File: src/port_a_defines.svh
// register offsets, reset values and widths of the general-purpose port
`ifndef PORT_A_DEFINES_SVH
`define PORT_A_DEFINES_SVH

`define PA_ADDR_W 3
`define PA_OFS_PIN_VALUE 3'h0
`define PA_OFS_LATCH 3'h1
`define PA_OFS_DIRECTION 3'h2
`define PA_OFS_ANALOG_SEL 3'h3
`define PA_OFS_BIT_OP 3'h4

`define PA_RST_LATCH 8'h00
`define PA_RST_DIRECTION 8'hff
`define PA_RST_ANALOG_SEL 6'h3f
`define PA_ANALOG_W 6

`define PA_BITOP_SET_POS 7
`define PA_BITOP_IDX_MSB 2
`define PA_BITOP_IDX_LSB 0

`define PA_PRIO_N 5

`endif

File: src/port_a_pkg.sv
// types shared by the general-purpose port
package port_a_pkg;

  // configuration-word functions and package strap
  typedef struct packed {
    logic regulator_cap_function_pin0;
    logic regulator_cap_function_pin5;
    logic regulator_cap_function_pin6;
    logic osc_out_en;
    logic clk_out_en;
    logic osc_in_en;
    logic small_pkg;
  } cfg_t;

  // on-chip peripheral outputs that may claim a pin
  typedef struct packed {
    logic [7:0] lcd_en;
    logic [7:0] lcd_val;
    logic seg15_en;
    logic seg15_val;
    logic sr_q_en;
    logic sr_q;
    logic sr_nq_en;
    logic sr_nq;
    logic cmp1_en;
    logic cmp1_out;
    logic cmp2_en;
    logic cmp2_out;
    logic capture_compare_five_en;
    logic capture_compare_five_val;
    logic dac_en;
    logic clk_out_val;
  } periph_t;

  // register-side request
  typedef struct packed {
    logic wr;
    logic rd;
    logic [2:0] addr;
    logic [7:0] wdata;
  } bus_req_t;

  typedef struct packed {
    logic [7:0] latch;
    logic [7:0] direction;
    logic [5:0] analog_sel;
    logic [7:0] rdata;
    logic [7:0] pad_out;
    logic [7:0] pad_oe;
  } state_t;

endpackage : port_a_pkg

File: src/port_a_gpio.sv
// eight-pin general-purpose port with analog select and output priority mux
`timescale 1ns/10ps
`default_nettype none
`include "port_a_defines.svh"

module port_a_gpio #(
  parameter int PORT_W = 8
) (
  // clock and reset
  input wire logic clk,
  input wire logic nrst,
  // register port
  input wire port_a_pkg::bus_req_t bus,
  output logic [7:0] rdata,
  // configuration and peripheral functions
  input wire port_a_pkg::cfg_t cfg,
  input wire port_a_pkg::periph_t periph,
  // pins
  input wire logic [7:0] pad_in,
  output logic [7:0] pad_out,
  output logic [7:0] pad_oe
);

  if (PORT_W != 8) begin : g_bad_width
    $error("port_a_gpio serves exactly eight pins");
  end

  port_a_pkg::state_t st_q;
  port_a_pkg::state_t st_d;

  // per-pin priority table, index 4 highest; rel means the function owns
  // the pin but does not drive it digitally
  logic [`PA_PRIO_N-1:0] fen [8];
  logic [`PA_PRIO_N-1:0] fval [8];
  logic [`PA_PRIO_N-1:0] frel [8];
  logic [7:0] ansel_full;
  logic [7:0] pin_read;

  // pins 7 and 6 have no analog select, so they stay digital
  assign ansel_full = {2'h0, st_q.analog_sel};
  assign pin_read = pad_in & ~ansel_full;

  always_comb begin
    for (int i = 0; i < 8; i++) begin
      fen[i] = '0;
      fval[i] = '0;
      frel[i] = '0;
    end
    fen[0] = {cfg.regulator_cap_function_pin0, periph.lcd_en[0], periph.sr_nq_en, periph.cmp2_en, 1'b0};
    fval[0] = {1'b0, periph.lcd_val[0], periph.sr_nq, periph.cmp2_out, 1'b0};
    frel[0] = 5'h10;
    fen[1] = {periph.lcd_en[1], 4'h0};
    fval[1] = {periph.lcd_val[1], 4'h0};
    fen[2] = {periph.lcd_en[2], periph.dac_en, 3'h0};
    fval[2] = {periph.lcd_val[2], 4'h0};
    frel[2] = 5'h08;
    fen[3] = {periph.lcd_en[3], periph.seg15_en & cfg.small_pkg, 3'h0};
    fval[3] = {periph.lcd_val[3], periph.seg15_val, 3'h0};
    fen[4] = {periph.lcd_en[4], periph.sr_q_en, periph.cmp1_en,
              periph.capture_compare_five_en & cfg.small_pkg, 1'b0};
    fval[4] = {periph.lcd_val[4], periph.sr_q, periph.cmp1_out, periph.capture_compare_five_val, 1'b0};
    fen[5] = {cfg.regulator_cap_function_pin5, periph.lcd_en[5], periph.sr_nq_en, periph.cmp2_en, 1'b0};
    fval[5] = {1'b0, periph.lcd_val[5], periph.sr_nq, periph.cmp2_out, 1'b0};
    frel[5] = 5'h10;
    fen[6] = {cfg.regulator_cap_function_pin6, cfg.osc_out_en, cfg.clk_out_en, periph.lcd_en[6], 1'b0};
    fval[6] = {2'h0, periph.clk_out_val, periph.lcd_val[6], 1'b0};
    frel[6] = 5'h18;
    fen[7] = {cfg.osc_in_en, periph.lcd_en[7], 3'h0};
    fval[7] = {1'b0, periph.lcd_val[7], 3'h0};
    frel[7] = 5'h10;
  end

  always_comb begin
    logic drive;
    logic val;
    logic [7:0] rmw;
    drive = 1'b0;
    val = 1'b0;
    rmw = '0;
    st_d = st_q;
    st_d.rdata = '0;

    if (bus.wr) begin
      unique case (bus.addr)
        `PA_OFS_PIN_VALUE, `PA_OFS_LATCH: st_d.latch = bus.wdata;
        `PA_OFS_DIRECTION: st_d.direction = bus.wdata;
        `PA_OFS_ANALOG_SEL: st_d.analog_sel = bus.wdata[`PA_ANALOG_W-1:0];
        `PA_OFS_BIT_OP: begin
          // present pin states feed the store, so analog pins read back 0
          rmw = pin_read;
          rmw[bus.wdata[`PA_BITOP_IDX_MSB:`PA_BITOP_IDX_LSB]] =
            bus.wdata[`PA_BITOP_SET_POS];
          st_d.latch = rmw;
        end
        default: ;
      endcase
    end

    if (bus.rd) begin
      unique case (bus.addr)
        `PA_OFS_PIN_VALUE: st_d.rdata = pin_read;
        `PA_OFS_LATCH: st_d.rdata = st_q.latch;
        `PA_OFS_DIRECTION: st_d.rdata = st_q.direction;
        `PA_OFS_ANALOG_SEL: st_d.rdata = ansel_full;
        default: st_d.rdata = '0;
      endcase
    end

    for (int i = 0; i < 8; i++) begin
      // walk lowest to highest so the highest enabled function wins
      drive = 1'b1;
      val = st_q.latch[i];
      for (int k = 0; k < `PA_PRIO_N; k++) begin
        if (fen[i][k]) begin
          drive = ~frel[i][k];
          val = fval[i][k];
        end
      end
      st_d.pad_out[i] = val;
      // analog select plays no part here, direction and released functions gate the driver
      st_d.pad_oe[i] = drive & ~st_q.direction[i];
    end
  end

  always_ff @(posedge clk or negedge nrst) begin
    if (!nrst) begin
      st_q.latch <= `PA_RST_LATCH;
      st_q.direction <= `PA_RST_DIRECTION;
      st_q.analog_sel <= `PA_RST_ANALOG_SEL;
      st_q.rdata <= '0;
      st_q.pad_out <= '0;
      st_q.pad_oe <= '0;
    end else begin
      st_q <= st_d;
    end
  end

  assign rdata = st_q.rdata;
  assign pad_out = st_q.pad_out;
  assign pad_oe = st_q.pad_oe;

  a_pin_read_value: assert property (@(posedge clk) disable iff (!nrst)
    (bus.rd && bus.addr == `PA_OFS_PIN_VALUE) |=>
      rdata == ($past(pad_in) & ~{2'h0, $past(st_q.analog_sel)}))
    else $error("pin value read mismatch");

  a_analog_reads_zero: assert property (@(posedge clk) disable iff (!nrst)
    (bus.rd && bus.addr == `PA_OFS_PIN_VALUE && st_q.analog_sel[0]) |=> !rdata[0])
    else $error("analog pin read as one");

  a_ansel_upper_zero: assert property (@(posedge clk) disable iff (!nrst)
    (bus.rd && bus.addr == `PA_OFS_ANALOG_SEL) |=> rdata[7:6] == 2'h0)
    else $error("unimplemented analog bits not zero");

  a_input_no_drive: assert property (@(posedge clk) disable iff (!nrst)
    ##1 (pad_oe & $past(st_q.direction)) == 8'h00)
    else $error("input pin driven");

  a_latch_on_pin1: assert property (@(posedge clk) disable iff (!nrst)
    (!st_q.direction[1] && !periph.lcd_en[1]) |=>
      pad_oe[1] && pad_out[1] == $past(st_q.latch[1]))
    else $error("pin1 not driving latch");

  a_analog_still_drives: assert property (@(posedge clk) disable iff (!nrst)
    (st_q.analog_sel[2] && !st_q.direction[2] && !periph.lcd_en[2] && !periph.dac_en)
      |=> pad_oe[2])
    else $error("analog select gated output");

  a_port_write_latch: assert property (@(posedge clk) disable iff (!nrst)
    (bus.wr && bus.addr == `PA_OFS_PIN_VALUE) |=> st_q.latch == $past(bus.wdata))
    else $error("port write lost");

  a_bitop_rmw: assert property (@(posedge clk) disable iff (!nrst)
    (bus.wr && bus.addr == `PA_OFS_BIT_OP && bus.wdata[2:0] != 3'h5) |=>
      st_q.latch[5] == $past(pad_in[5] & ~st_q.analog_sel[5]))
    else $error("read-modify-write did not sample pins");

  a_pin0_regcap: assert property (@(posedge clk) disable iff (!nrst)
    cfg.regulator_cap_function_pin0 |=> !pad_oe[0])
    else $error("pin0 driven under regulator function");

  a_pin4_order: assert property (@(posedge clk) disable iff (!nrst)
    (!periph.lcd_en[4] && periph.sr_q_en && periph.cmp1_en) |=>
      pad_out[4] == $past(periph.sr_q))
    else $error("pin4 priority wrong");

  a_pin6_clock_output_function: assert property (@(posedge clk) disable iff (!nrst)
    (!cfg.regulator_cap_function_pin6 && !cfg.osc_out_en && cfg.clk_out_en && periph.lcd_en[6]) |=>
      pad_out[6] == $past(periph.clk_out_val))
    else $error("pin6 clock output lost");

  a_pin7_oscin: assert property (@(posedge clk) disable iff (!nrst)
    cfg.osc_in_en |=> !pad_oe[7])
    else $error("pin7 driven under oscillator input");

  a_pin3_small: assert property (@(posedge clk) disable iff (!nrst)
    (!periph.lcd_en[3] && periph.seg15_en && !cfg.small_pkg) |=>
      pad_out[3] == $past(st_q.latch[3]))
    else $error("pin3 segment on large package");

endmodule : port_a_gpio
`default_nettype wire

File: config.mk
export PLATFORM = sky130hd
export DESIGN_NAME = port_a_gpio
export DESIGN_NICKNAME = d
export VERILOG_FILES = /design/src/port_a_pkg.sv /design/src/port_a_gpio.sv
export VERILOG_INCLUDE_DIRS = /design/src
export SDC_FILE = /design/constraint.sdc
export NUM_CORES = 1
export LEC_CHECK = 0
export BUFFER_PORTS_ARGS = -buffer_cell sky130_fd_sc_hd__buf_2
export CORE_ASPECT_RATIO = 2
export CORE_MARGIN = 8
export CORE_UTILIZATION = 46
export DETAILED_ROUTE_END_ITERATION = 16
export PLACE_DENSITY = 0.78
export SKIP_LAST_GASP = 1
export SYNTH_ARGS = -nofsm -noshare
export SYNTH_HDL_FRONTEND = slang
export SYNTH_SLANG_ARGS = --single-unit
File: constraint.sdc
create_clock -name clk -period 2.8 [get_ports clk]
set_input_delay 0.28 -clock clk [delete_from_list [all_inputs] [get_ports clk]]
set_output_delay 0.28 -clock clk [all_outputs]
set_load 0.005 [all_outputs]
==> flow_summary.json, run 1 <==
{
  "outcome": "completed",
  "synth_edf_count": 0,
  "cp.arrival_ns": 1.69,
  "cts.reportedPaths.clkPinSlew_ns": 0.08,
  "n_antenna_cell": 0,
  "min_path_cells": 2,
  "core_area_mm2": 0.00514,
  "cts_hold_buf": 0,
  "syn_inst": 229,
  "crit_fanout": 14,
  "rsz0062_at_grt": "false",
  "clkLatencyLatePin_ns": 0.31,
  "vias": 1843,
  "hold_class": "in2reg",
  "drc": 0,
  "finalCritPeriodShare_pct": 52.5,
  "wl_met2_um": 3360,
  "root_buffer": "clkbuf_8",
  "gp_congestion": 0.870,
  "drive_gt1_share_pct": 43.9,
  "dieArea_mm2": 0.00800,
  "worstMarginPinSlew_ns": 1.02,
  "slew_viol_final": 0,
  "worstSetupEndpointType": "register",
  "maxCapViolCount": 0,
  "synth.distinct_cells": 38,
  "wl_met3_um": 374,
  "final_cell_area_mm2": 0.00277,
  "ys.flop_type": "dfrtp_1",
  "hold_viol": 0,
  "peakVddDrop_mv": 0.342,
  "path_class": "in2reg",
  "grt_pass1_wl_um": 9740,
  "h-tree-depth": 2,
  "netlist_area_mm2": 0.00243,
  "clock.fmax_mhz": 680,
  "synth_area_leaders": "dfrtp_1 33%, dfstp_2 15%, buf_4 7.4%",
  "start_util_pct": 47.3,
  "wl_met1_um": 2140,
  "final_nets": 344,
  "dieHeight_um": 119,
  "overflow": 0,
  "firstDrtPassIters": 4,
  "final_cell_count_no_fill": 343,
  "antenna_left": 0,
  "portBuffers": 83,
  "synth_nets": 289,
  "placed_area_mm2": 0.00269,
  "numCtsBuffers": 5,
  "dr.max_layer_used": "met4",
  "post_synth.cell_area_avg_um2": 10.6,
  "cts_resized": 0,
  "synth_top_area_share_pct": 33.0,
  "row_count": 37,
  "cts_setup_buffers": 0,
  "fin_skew_ns": 0.00612,
  "worstPathRequired_ns": 3.02,
  "ys_ff_latch": 46,
  "pin_count": 84,
  "final_cell_mix": "83 x buf_2, 32 x dfrtp_1, 20 x nand2_1",
  "wl_per_cell_um": 17.9,
  "seqCellArea_mm2": 0.00117,
  "grt_max_degree": 47,
  "gr-usage-all-layers_pct": 16.2,
  "fin_crit_ns": 1.47,
  "synthArstFlopShare_pct": 100,
  "reg2regPathDepth": 3,
  "yosysSeqAreaShare_pct": 48.1,
  "cts.path.max_buffers": 2,
  "initialDrtViolationCount": 61,
  "die_x_um": 67.4,
  "start_kind": "input port",
  "cts_sinks": 46,
  "power_density_mw_per_mm2": 566,
  "timing.final.setup_violations": 0,
  "worst_slew_margin_rel_pct": 32.3,
  "tns_ns": 0,
  "place_inst": 335,
  "antenna_found_initial": 0,
  "via_per_inst": 5.37,
  "cts_tree": "built",
  "syn2layout_area_growth_pct": 14.2,
  "multi_input_area_mm2": 0.00100,
  "fill_cells": 485,
  "layout_commonest_cell": "buf_2",
  "routed_wl_um": 6150,
  "dp_hpwl_um": 4660,
  "yosys_warnings": 0,
  "synth_top_area_cell": "dfrtp_1",
  "p_leak_uw": 0.00131,
  "grt_pass1_vias": 1967
}
metal layers:
layer  GRT usage, %  vias to the layer above
met4           11.2                        0
li1               -                      879
met5              0                        -
met2           28.2                       69
met3           2.93                       20
met1           16.1                      875
path summary, 6_finish.rpt:
path	start	to	slack (ns)
worst max-delay path	bus[9]	st_q[39]	1.33
worst min-delay path	cfg[5]	pad_oe[5]	0.12
worst max register to register	ansel_full[4]	rdata[4]	1.47
worst min register to register	st_q[31]	pad_oe[1]	0.46
max in group asynchronous	nrst	pad_out[7]	2.02
min in group asynchronous	nrst	pad_oe[4]	0.14
layout make-up:
type,count,area share [%]
Inverter,7,0.948
Tap cell,58,2.62
Clock buffer,8,2.89
Sequential cell,46,42.1
Multi-Input combinational cell,140,36.1
Timing Repair Buffer,84,15.3
registers in the layout (all words and copies together), names as in the netlist:
name        cells
rdata           8
ansel_full      6
pad_out         8
pad_oe          8
st_q           16
cell families after synthesis:
group | share of synthesized area, %
multiplexers | 15.1
flip-flops | 48.1
AND/OR/NAND/NOR | 15.5
AO/OA/AOI/OAI | 10.4
buffers and inverters | 10.9
power by group:
part	internal [uW]	leakage, uW	switching [uW]
registers	794	0.000555	63.4
clock network	178	0.0000395	220
logic	167	0.000715	148
total	1140	0.00131	431
critical path: stages:
cell and delay [ns]:
buf_2 0.19, nand2b_1 0.29, or4b_1 0.67, o211ai_1 0.26
synth_stat cells (2+ instances only):
cell type   n
dfrtp_1    32
nor2_1      9
buf_4      24
and2_0      3
dfstp_2    14
clkbuf_1    5
mux4_2      3
nand2_1    20
mux2i_1    12
a21oi_1     7
nand3_1     2
o21ai_0    15
inv_1       7
nand3b_1    4
mux2_2     16
nor3b_1     7
buf_1       2
nor3_1      3
nor2b_1    13
nand2b_1    3
o211ai_1    9
buf_2       3
metrics by stage:
| step | hold WS [ns] | power (uW) | utilization [%] | setup slack [ns] |
|---|---|---|---|---|
| after floorplan | -0.0156 | 1080 | - | 1.37 |
| after global placement | 0.445 | 1170 | 52.4 | 1.10 |
| after detailed placement | 0.448 | 1190 | 52.4 | 1.03 |
| after CTS | 0.115 | 1590 | 54.0 | 1.34 |
| after global routing | 0.120 | 1660 | 54.0 | 1.25 |
| final | 0.125 | 1570 | 54.0 | 1.33 |
No activity file was read; power rests on OpenSTA's default activity.
==> run 2, diff against run 1 <==
CORE_UTILIZATION = 45   (was 46)
PLACE_DENSITY = 0.8   (was 0.78)
clock period = 1.28 ns   (was 2.8 ns; I/O delays follow)
==> run 2 against run 1 <==
  * Highest routed layer unchanged
  * Critical path type is now reg2reg
  * The run now ends with negative setup slack left
  * Non-clock buffer count up 28
  * Utilization up 4.1 points
  * Clock skew decreased by 0.00068 ns
==> flow_summary.json, run 2 (synthesis gave the netlist of run 1 again) <==
{
  "outcome": "finished, violations left",
  "violations": "negative setup slack",
  "cp.arrival_ns": 1.49,
  "drive_gt1_share_pct": 48.6,
  "clkLatencyLatePin_ns": 0.31,
  "gp_congestion": 0.841,
  "syn2layout_area_growth_pct": 27.3,
  "gr-usage-all-layers_pct": 15.5,
  "peakVddDrop_mv": 1.01,
  "root_buffer": "clkbuf_8",
  "row_count": 38,
  "antenna_found_initial": 0,
  "dieArea_mm2": 0.00815,
  "antenna_left": 0,
  "hold_class": "in2reg",
  "vias": 1946,
  "finalPower_uw": 3990,
  "cp_slowest_stage_delay_ns": 0.55,
  "rsz0062_at_grt": "true",
  "hold_viol": 0,
  "top_register": "st_q",
  "maxCapViolCount": 0,
  "start_util_pct": 45.6,
  "drc": 0,
  "worstMarginPinSlew_ns": 0.492,
  "fin_crit_ns": 1.30,
  "dp_hpwl_um": 4720,
  "grt_pass1_wl_um": 9960,
  "fin_skew_ns": 0.00544,
  "place_inst": 353,
  "finalCritPeriodShare_pct": 102,
  "portBuffers": 83,
  "p_leak_uw": 0.00148,
  "routed_wl_um": 6060,
  "clock.fmax_mhz": 766,
  "largest_reg_flops": 16,
  "worstPathRequired_ns": 1.46,
  "wl_per_cell_um": 16.2,
  "worst_slew_margin_rel_pct": 67.2,
  "cts_tree": "built",
  "grt_max_degree": 26,
  "crit_chain": "nor2b_2, mux4_2, nor2b_4",
  "cts_sinks": 46,
  "seqCellArea_mm2": 0.00117,
  "h-tree-depth": 2,
  "crit_fanout": 2,
  "initialDrtViolationCount": 111,
  "final_cell_area_mm2": 0.00309,
  "fin_ws_ns": -0.0248,
  "pin_count": 84,
  "path_class": "reg2reg",
  "die_x_um": 67.9,
  "core_area_mm2": 0.00533,
  "timing.final.setup_violations": 3,
  "placed_area_mm2": 0.00283,
  "dieHeight_um": 120,
  "grt_pass1_vias": 2107,
  "power_density_mw_per_mm2": 1290,
  "slowest_stage": "dfstp_2",
  "firstDrtPassIters": 4,
  "cp_num_buf_inv": 0,
  "cp_top_family": "flip-flops",
  "worstSetupEndpointType": "register",
  "overflow": 0,
  "layout_commonest_cell": "buf_2",
  "final_cell_mix": "83 x buf_2, 32 x dfrtp_1, 21 x buf_4",
  "numCtsBuffers": 5,
  "multi_input_area_mm2": 0.00101,
  "fill_cells": 461,
  "hold_ws_ns": 0.0146,
  "slew_viol_final": 0,
  "preCtsSetupSlack_ns": -0.0926,
  "cts.path.max_buffers": 2,
  "start_kind": "register",
  "cts.reportedPaths.clkPinSlew_ns": 0.09,
  "final_nets": 372,
  "final_cell_count_no_fill": 373,
  "via_per_inst": 5.22,
  "n_antenna_cell": 0
}
[run 2: cell count changes in the layout (fill, tap and decap cells not counted), moves of 2 or more]
cell and delta:
buf_4 +20, dlygate4sd3_1 +7, clkbuf_1 -3, nor2b_1 -3, bufinv_16 +2, nor2b_2 +2
[run 2: routing by layer]
metal | GRT usage [%] | vias to the layer above | wire length (um)
li1 | - | 931 | -
met2 | 26.4 | 80 | 3170
met4 | 4.90 | 0 | 91
met5 | 0 | - | 0
met3 | 4.20 | 8 | 446
met1 | 17.8 | 927 | 2340
[run 2: timing repair]
action | 4_1_cts | 5_1_grt
endpoints found under the setup margin | 3 | 4
buffers inserted | 3 | 2
resized for setup | 1 | 2
hold endpoints to repair | 28 | 0
hold buffers | 8 | 0
[run 2: worst paths after layout]
kind,start,to,slack (ns),cells past startpoint
max,ansel_full[4],rdata[4],-0.02,3
min,periph[25],pad_out[3],0.01,2
max reg2reg,ansel_full[4],rdata[4],-0.02,3
min reg2reg,st_q[34],pad_oe[4],0.46,1
max in group asynchronous,nrst,st_q[30],0.52,3
min in group asynchronous,nrst,pad_out[2],0.23,2
[run 2: layout make-up]
type                       instances  share of cell area, %
sequential                        46                   37.8
multi-input combinational        140                   32.8
timing repair buffer             112                   21.5
clock buffer                       6                   2.67
tap                               60                   2.43
clock inverter                     2                   1.94
inverter                           7                  0.850
[run 2: stage by stage]
| stage | setup TNS [ns] | util (%) |
|---|---|---|
| after floorplan | 0 | - |
| after global placement | -0.0827 | 53.1 |
| after detailed placement | -0.549 | 53.1 |
| after CTS | -0.0225 | 57.8 |
| after global routing | -0.126 | 58.0 |
| final | -0.0616 | 58.0 |
[run 2: worst reg2reg max path: cells and delay by family (launching register included)]
kind,cells,cell delay [ns]
AND/OR/NAND/NOR,2,0.19
flip-flops,1,0.55
multiplexers,1,0.45
[run 2: power breakdown]
part	switching [uW]	total, uW	internal, uW
clock	505	1340	833
sequential	126	1860	1730
combinational	341	791	451
==> run 3, diff against run 2 <==
ABC_AREA = 1   (was not set)
BUFFER_PORTS_ARGS = not set   (was -buffer_cell sky130_fd_sc_hd__buf_2)
CORE_UTILIZATION = 46   (was 45)
DONT_BUFFER_PORTS = 1   (was not set)
PLACE_DENSITY = 0.67   (was 0.8)
==> run 3 against run 2 <==
  * The flow finishes with violations (negative hold slack)
  * Critical path type unchanged
  * Final area is 7.0% lower
  * Worst hold slack worse by 0.029 ns
  * Clock power is 19% lower
  * Die area is 2.1% higher
  * Clock-buffer cell count stayed put
==> flow_summary.json, run 3 <==
{
  "outcome": "finished, violations left",
  "violations": "negative hold slack",
  "start_kind": "register",
  "globalRouteMet2Util_pct": 29.0,
  "grt_busiest_layer": "met2",
  "use_met1_pct": 16.7,
  "ys_ff_latch": 46,
  "cts_resized": 0,
  "n_antenna_cell": 0,
  "largest_reg_flops": 16,
  "antenna_left": 0,
  "numCtsBuffers": 5,
  "finalCritPeriodShare_pct": 98.7,
  "row_count": 38,
  "final_core_util_pct": 53.5,
  "cp.arrival_ns": 1.46,
  "wl_per_cell_um": 17.4,
  "synth_top_area_share_pct": 31.5,
  "synthMuxAreaShare_pct": 0.836,
  "antenna_found_initial": 0,
  "gp_congestion": 0.891,
  "final_cell_area_mm2": 0.00288,
  "routed_wl_um": 6900,
  "post_synth.cell_area_avg_um2": 7.90,
  "vias": 2100,
  "synth_nets": 382,
  "overflow": 0,
  "pin_count": 84,
  "worstMarginPinSlew_ns": 0.406,
  "power_density_mw_per_mm2": 1230,
  "h-tree-depth": 2,
  "netlist_area_mm2": 0.00254,
  "synth-compound-area-share_pct": 10.7,
  "final_cell_mix": "80 x nand2_1, 36 x nor2_1, 32 x inv_1, 32 x dfrtp_1, 29 x dlygate4sd3_1",
  "p_leak_uw": 0.00140,
  "fill_cells": 522,
  "r2r_start": "st_q[32]",
  "core_area_mm2": 0.00537,
  "clkLatencyLatePin_ns": 0.30,
  "synth.top_cells.by_count": "80 x nand2_1, 36 x nor2_1, 32 x dfrtp_1, 32 x inv_1, 26 x nand3_1",
  "grt_pass1_wl_um": 10500,
  "worst_slew_margin_rel_pct": 72.8,
  "synth_most_common_cell": "nand2_1",
  "syn2layout_area_growth_pct": 13.0,
  "final_nets": 395,
  "drc": 0,
  "rsz0062_at_grt": "false",
  "syn_inst": 322,
  "hold_viol": 1,
  "crit_chain": "a21oi_1, dlygate4sd3_1",
  "cts.path.max_buffers": 2,
  "clock.fmax_mhz": 791,
  "peakVddDrop_mv": 0.931,
  "synth_edf_count": 0,
  "synth_area_leaders": "dfrtp_1 31%, dfstp_2 14%, nand2_1 12%",
  "min-delay-start": "periph[21]",
  "start_util_pct": 47.4,
  "dieHeight_um": 121,
  "hold_class": "in2reg",
  "root_buffer": "clkbuf_8",
  "worstSetupEndpointType": "register",
  "grtUsageMet3_pct": 4.53,
  "synthSimpleGateAreaFrac_pct": 27.9,
  "path_class": "reg2reg",
  "cts_tree": "built",
  "cp-startpoint": "st_q[32]",
  "dp_hpwl_um": 5070,
  "cts_sinks": 46,
  "slowest_stage": "dfstp_2",
  "grt_max_degree": 47,
  "top_register": "st_q",
  "portBuffers": 0,
  "cts.reportedPaths.clkPinSlew_ns": 0.09,
  "cp_slowest_stage_delay_ns": 0.56,
  "drive_gt1_share_pct": 14.0,
  "slew_viol_final": 0,
  "die_x_um": 68.6,
  "synth_top_family_by_area": "simple AND/OR/NAND/NOR gates",
  "worstPathRequired_ns": 1.47,
  "firstDrtPassIters": 4,
  "synth_top_area_cell": "dfrtp_1",
  "hold_ws_ns": -0.0144,
  "maxCapViolCount": 0,
  "synth.distinct_cells": 29,
  "ys.flop_type": "dfrtp_1",
  "tns_ns": 0,
  "synthArstFlopShare_pct": 100,
  "timing.final.setup_violations": 0,
  "crit_fanout": 3,
  "gr-usage-all-layers_pct": 16.9,
  "layout_commonest_cell": "nand2_1",
  "placed_area_mm2": 0.00243,
  "yosysSeqAreaShare_pct": 45.9,
  "yosys_warnings": 0,
  "via_per_inst": 5.30,
  "fin_crit_ns": 1.26,
  "synth_fa_ha_area_share_pct": 0,
  "fin_skew_ns": 0.00199,
  "grt_pass1_vias": 2176,
  "initialDrtViolationCount": 96,
  "synth_xor_area_share_pct": 0,
  "dieArea_mm2": 0.00831
}
==> run 3: routing by layer <==
metal	vias to the layer above	wire (um)
met1	965	2310
met4	0	325
met3	22	542
li1	1033	-
met5	-	0
met2	80	3730
==> run 3: path summary, 6_finish.rpt <==
check / end / slack [ns] / cells after the start
worst max-delay path: pad_oe[2] / 0.02 / 2
worst min-delay path: pad_out[7] / -0.01 / 2
worst max register to register: pad_oe[2] / 0.02 / 2
worst min register to register: pad_oe[4] / 0.45 / 1
max in group asynchronous: st_q[37] / 0.67 / 2
min in group asynchronous: st_q[43] / 0.34 / 2
==> run 3: worst max-delay path: cells and delay by family, from the launching register on <==
kind | cells | cell delay (ns)
DFF | 1 | 0.56
buffers and inverters | 1 | 0.55
AOI/OAI and AO/OA | 1 | 0.04
==> run 3: logic make-up after synthesis <==
family,count (synthesis)
AO/OA/AOI/OAI,46
buffers and inverters,68
flip-flops,46
AND/OR/NAND/NOR,160
multiplexers,2
==> run 3: metrics by stage <==
| stage | instances | power, uW | setup WS [ns] |
|---|---|---|---|
| 2_1_floorplan | 322 | 2330 | 0.328 |
| 3_3_place_gp | 356 | 2340 | 0.273 |
| 3_5_place_dp | 356 | 2350 | 0.260 |
| 4_1_cts | 395 | 3570 | 0.0215 |
| 5_1_grt | 396 | 3730 | 0.00839 |
| 6_report | 396 | 3550 | 0.0161 |
==> run 3: final cells by class <==
class	instances	area [um^2]	area share (%)
flip-flops and latches	46	1170	40.6
multi-input cells	208	1000	34.9
repair buffers	38	378	13.1
inverters	36	140	4.87
well taps	60	75.1	2.61
clock buffers	6	72.6	2.52
clock inverters	2	37.5	1.31
==> run 3: what timing repair did <==
action,CTS,global route
setup endpoints to repair,0,1
hold endpoints to repair,64,0
hold buffers,31,0
buffers inserted,0,2
==> run 3: where the power goes <==
group          total [uW]  leakage [uW]  switching [uW]  internal [uW]
logic                 580      0.000806             312            268
registers            1880      0.000539             165           1720
clock network        1090     0.0000514             504            583
total                3550       0.00140             981           2570
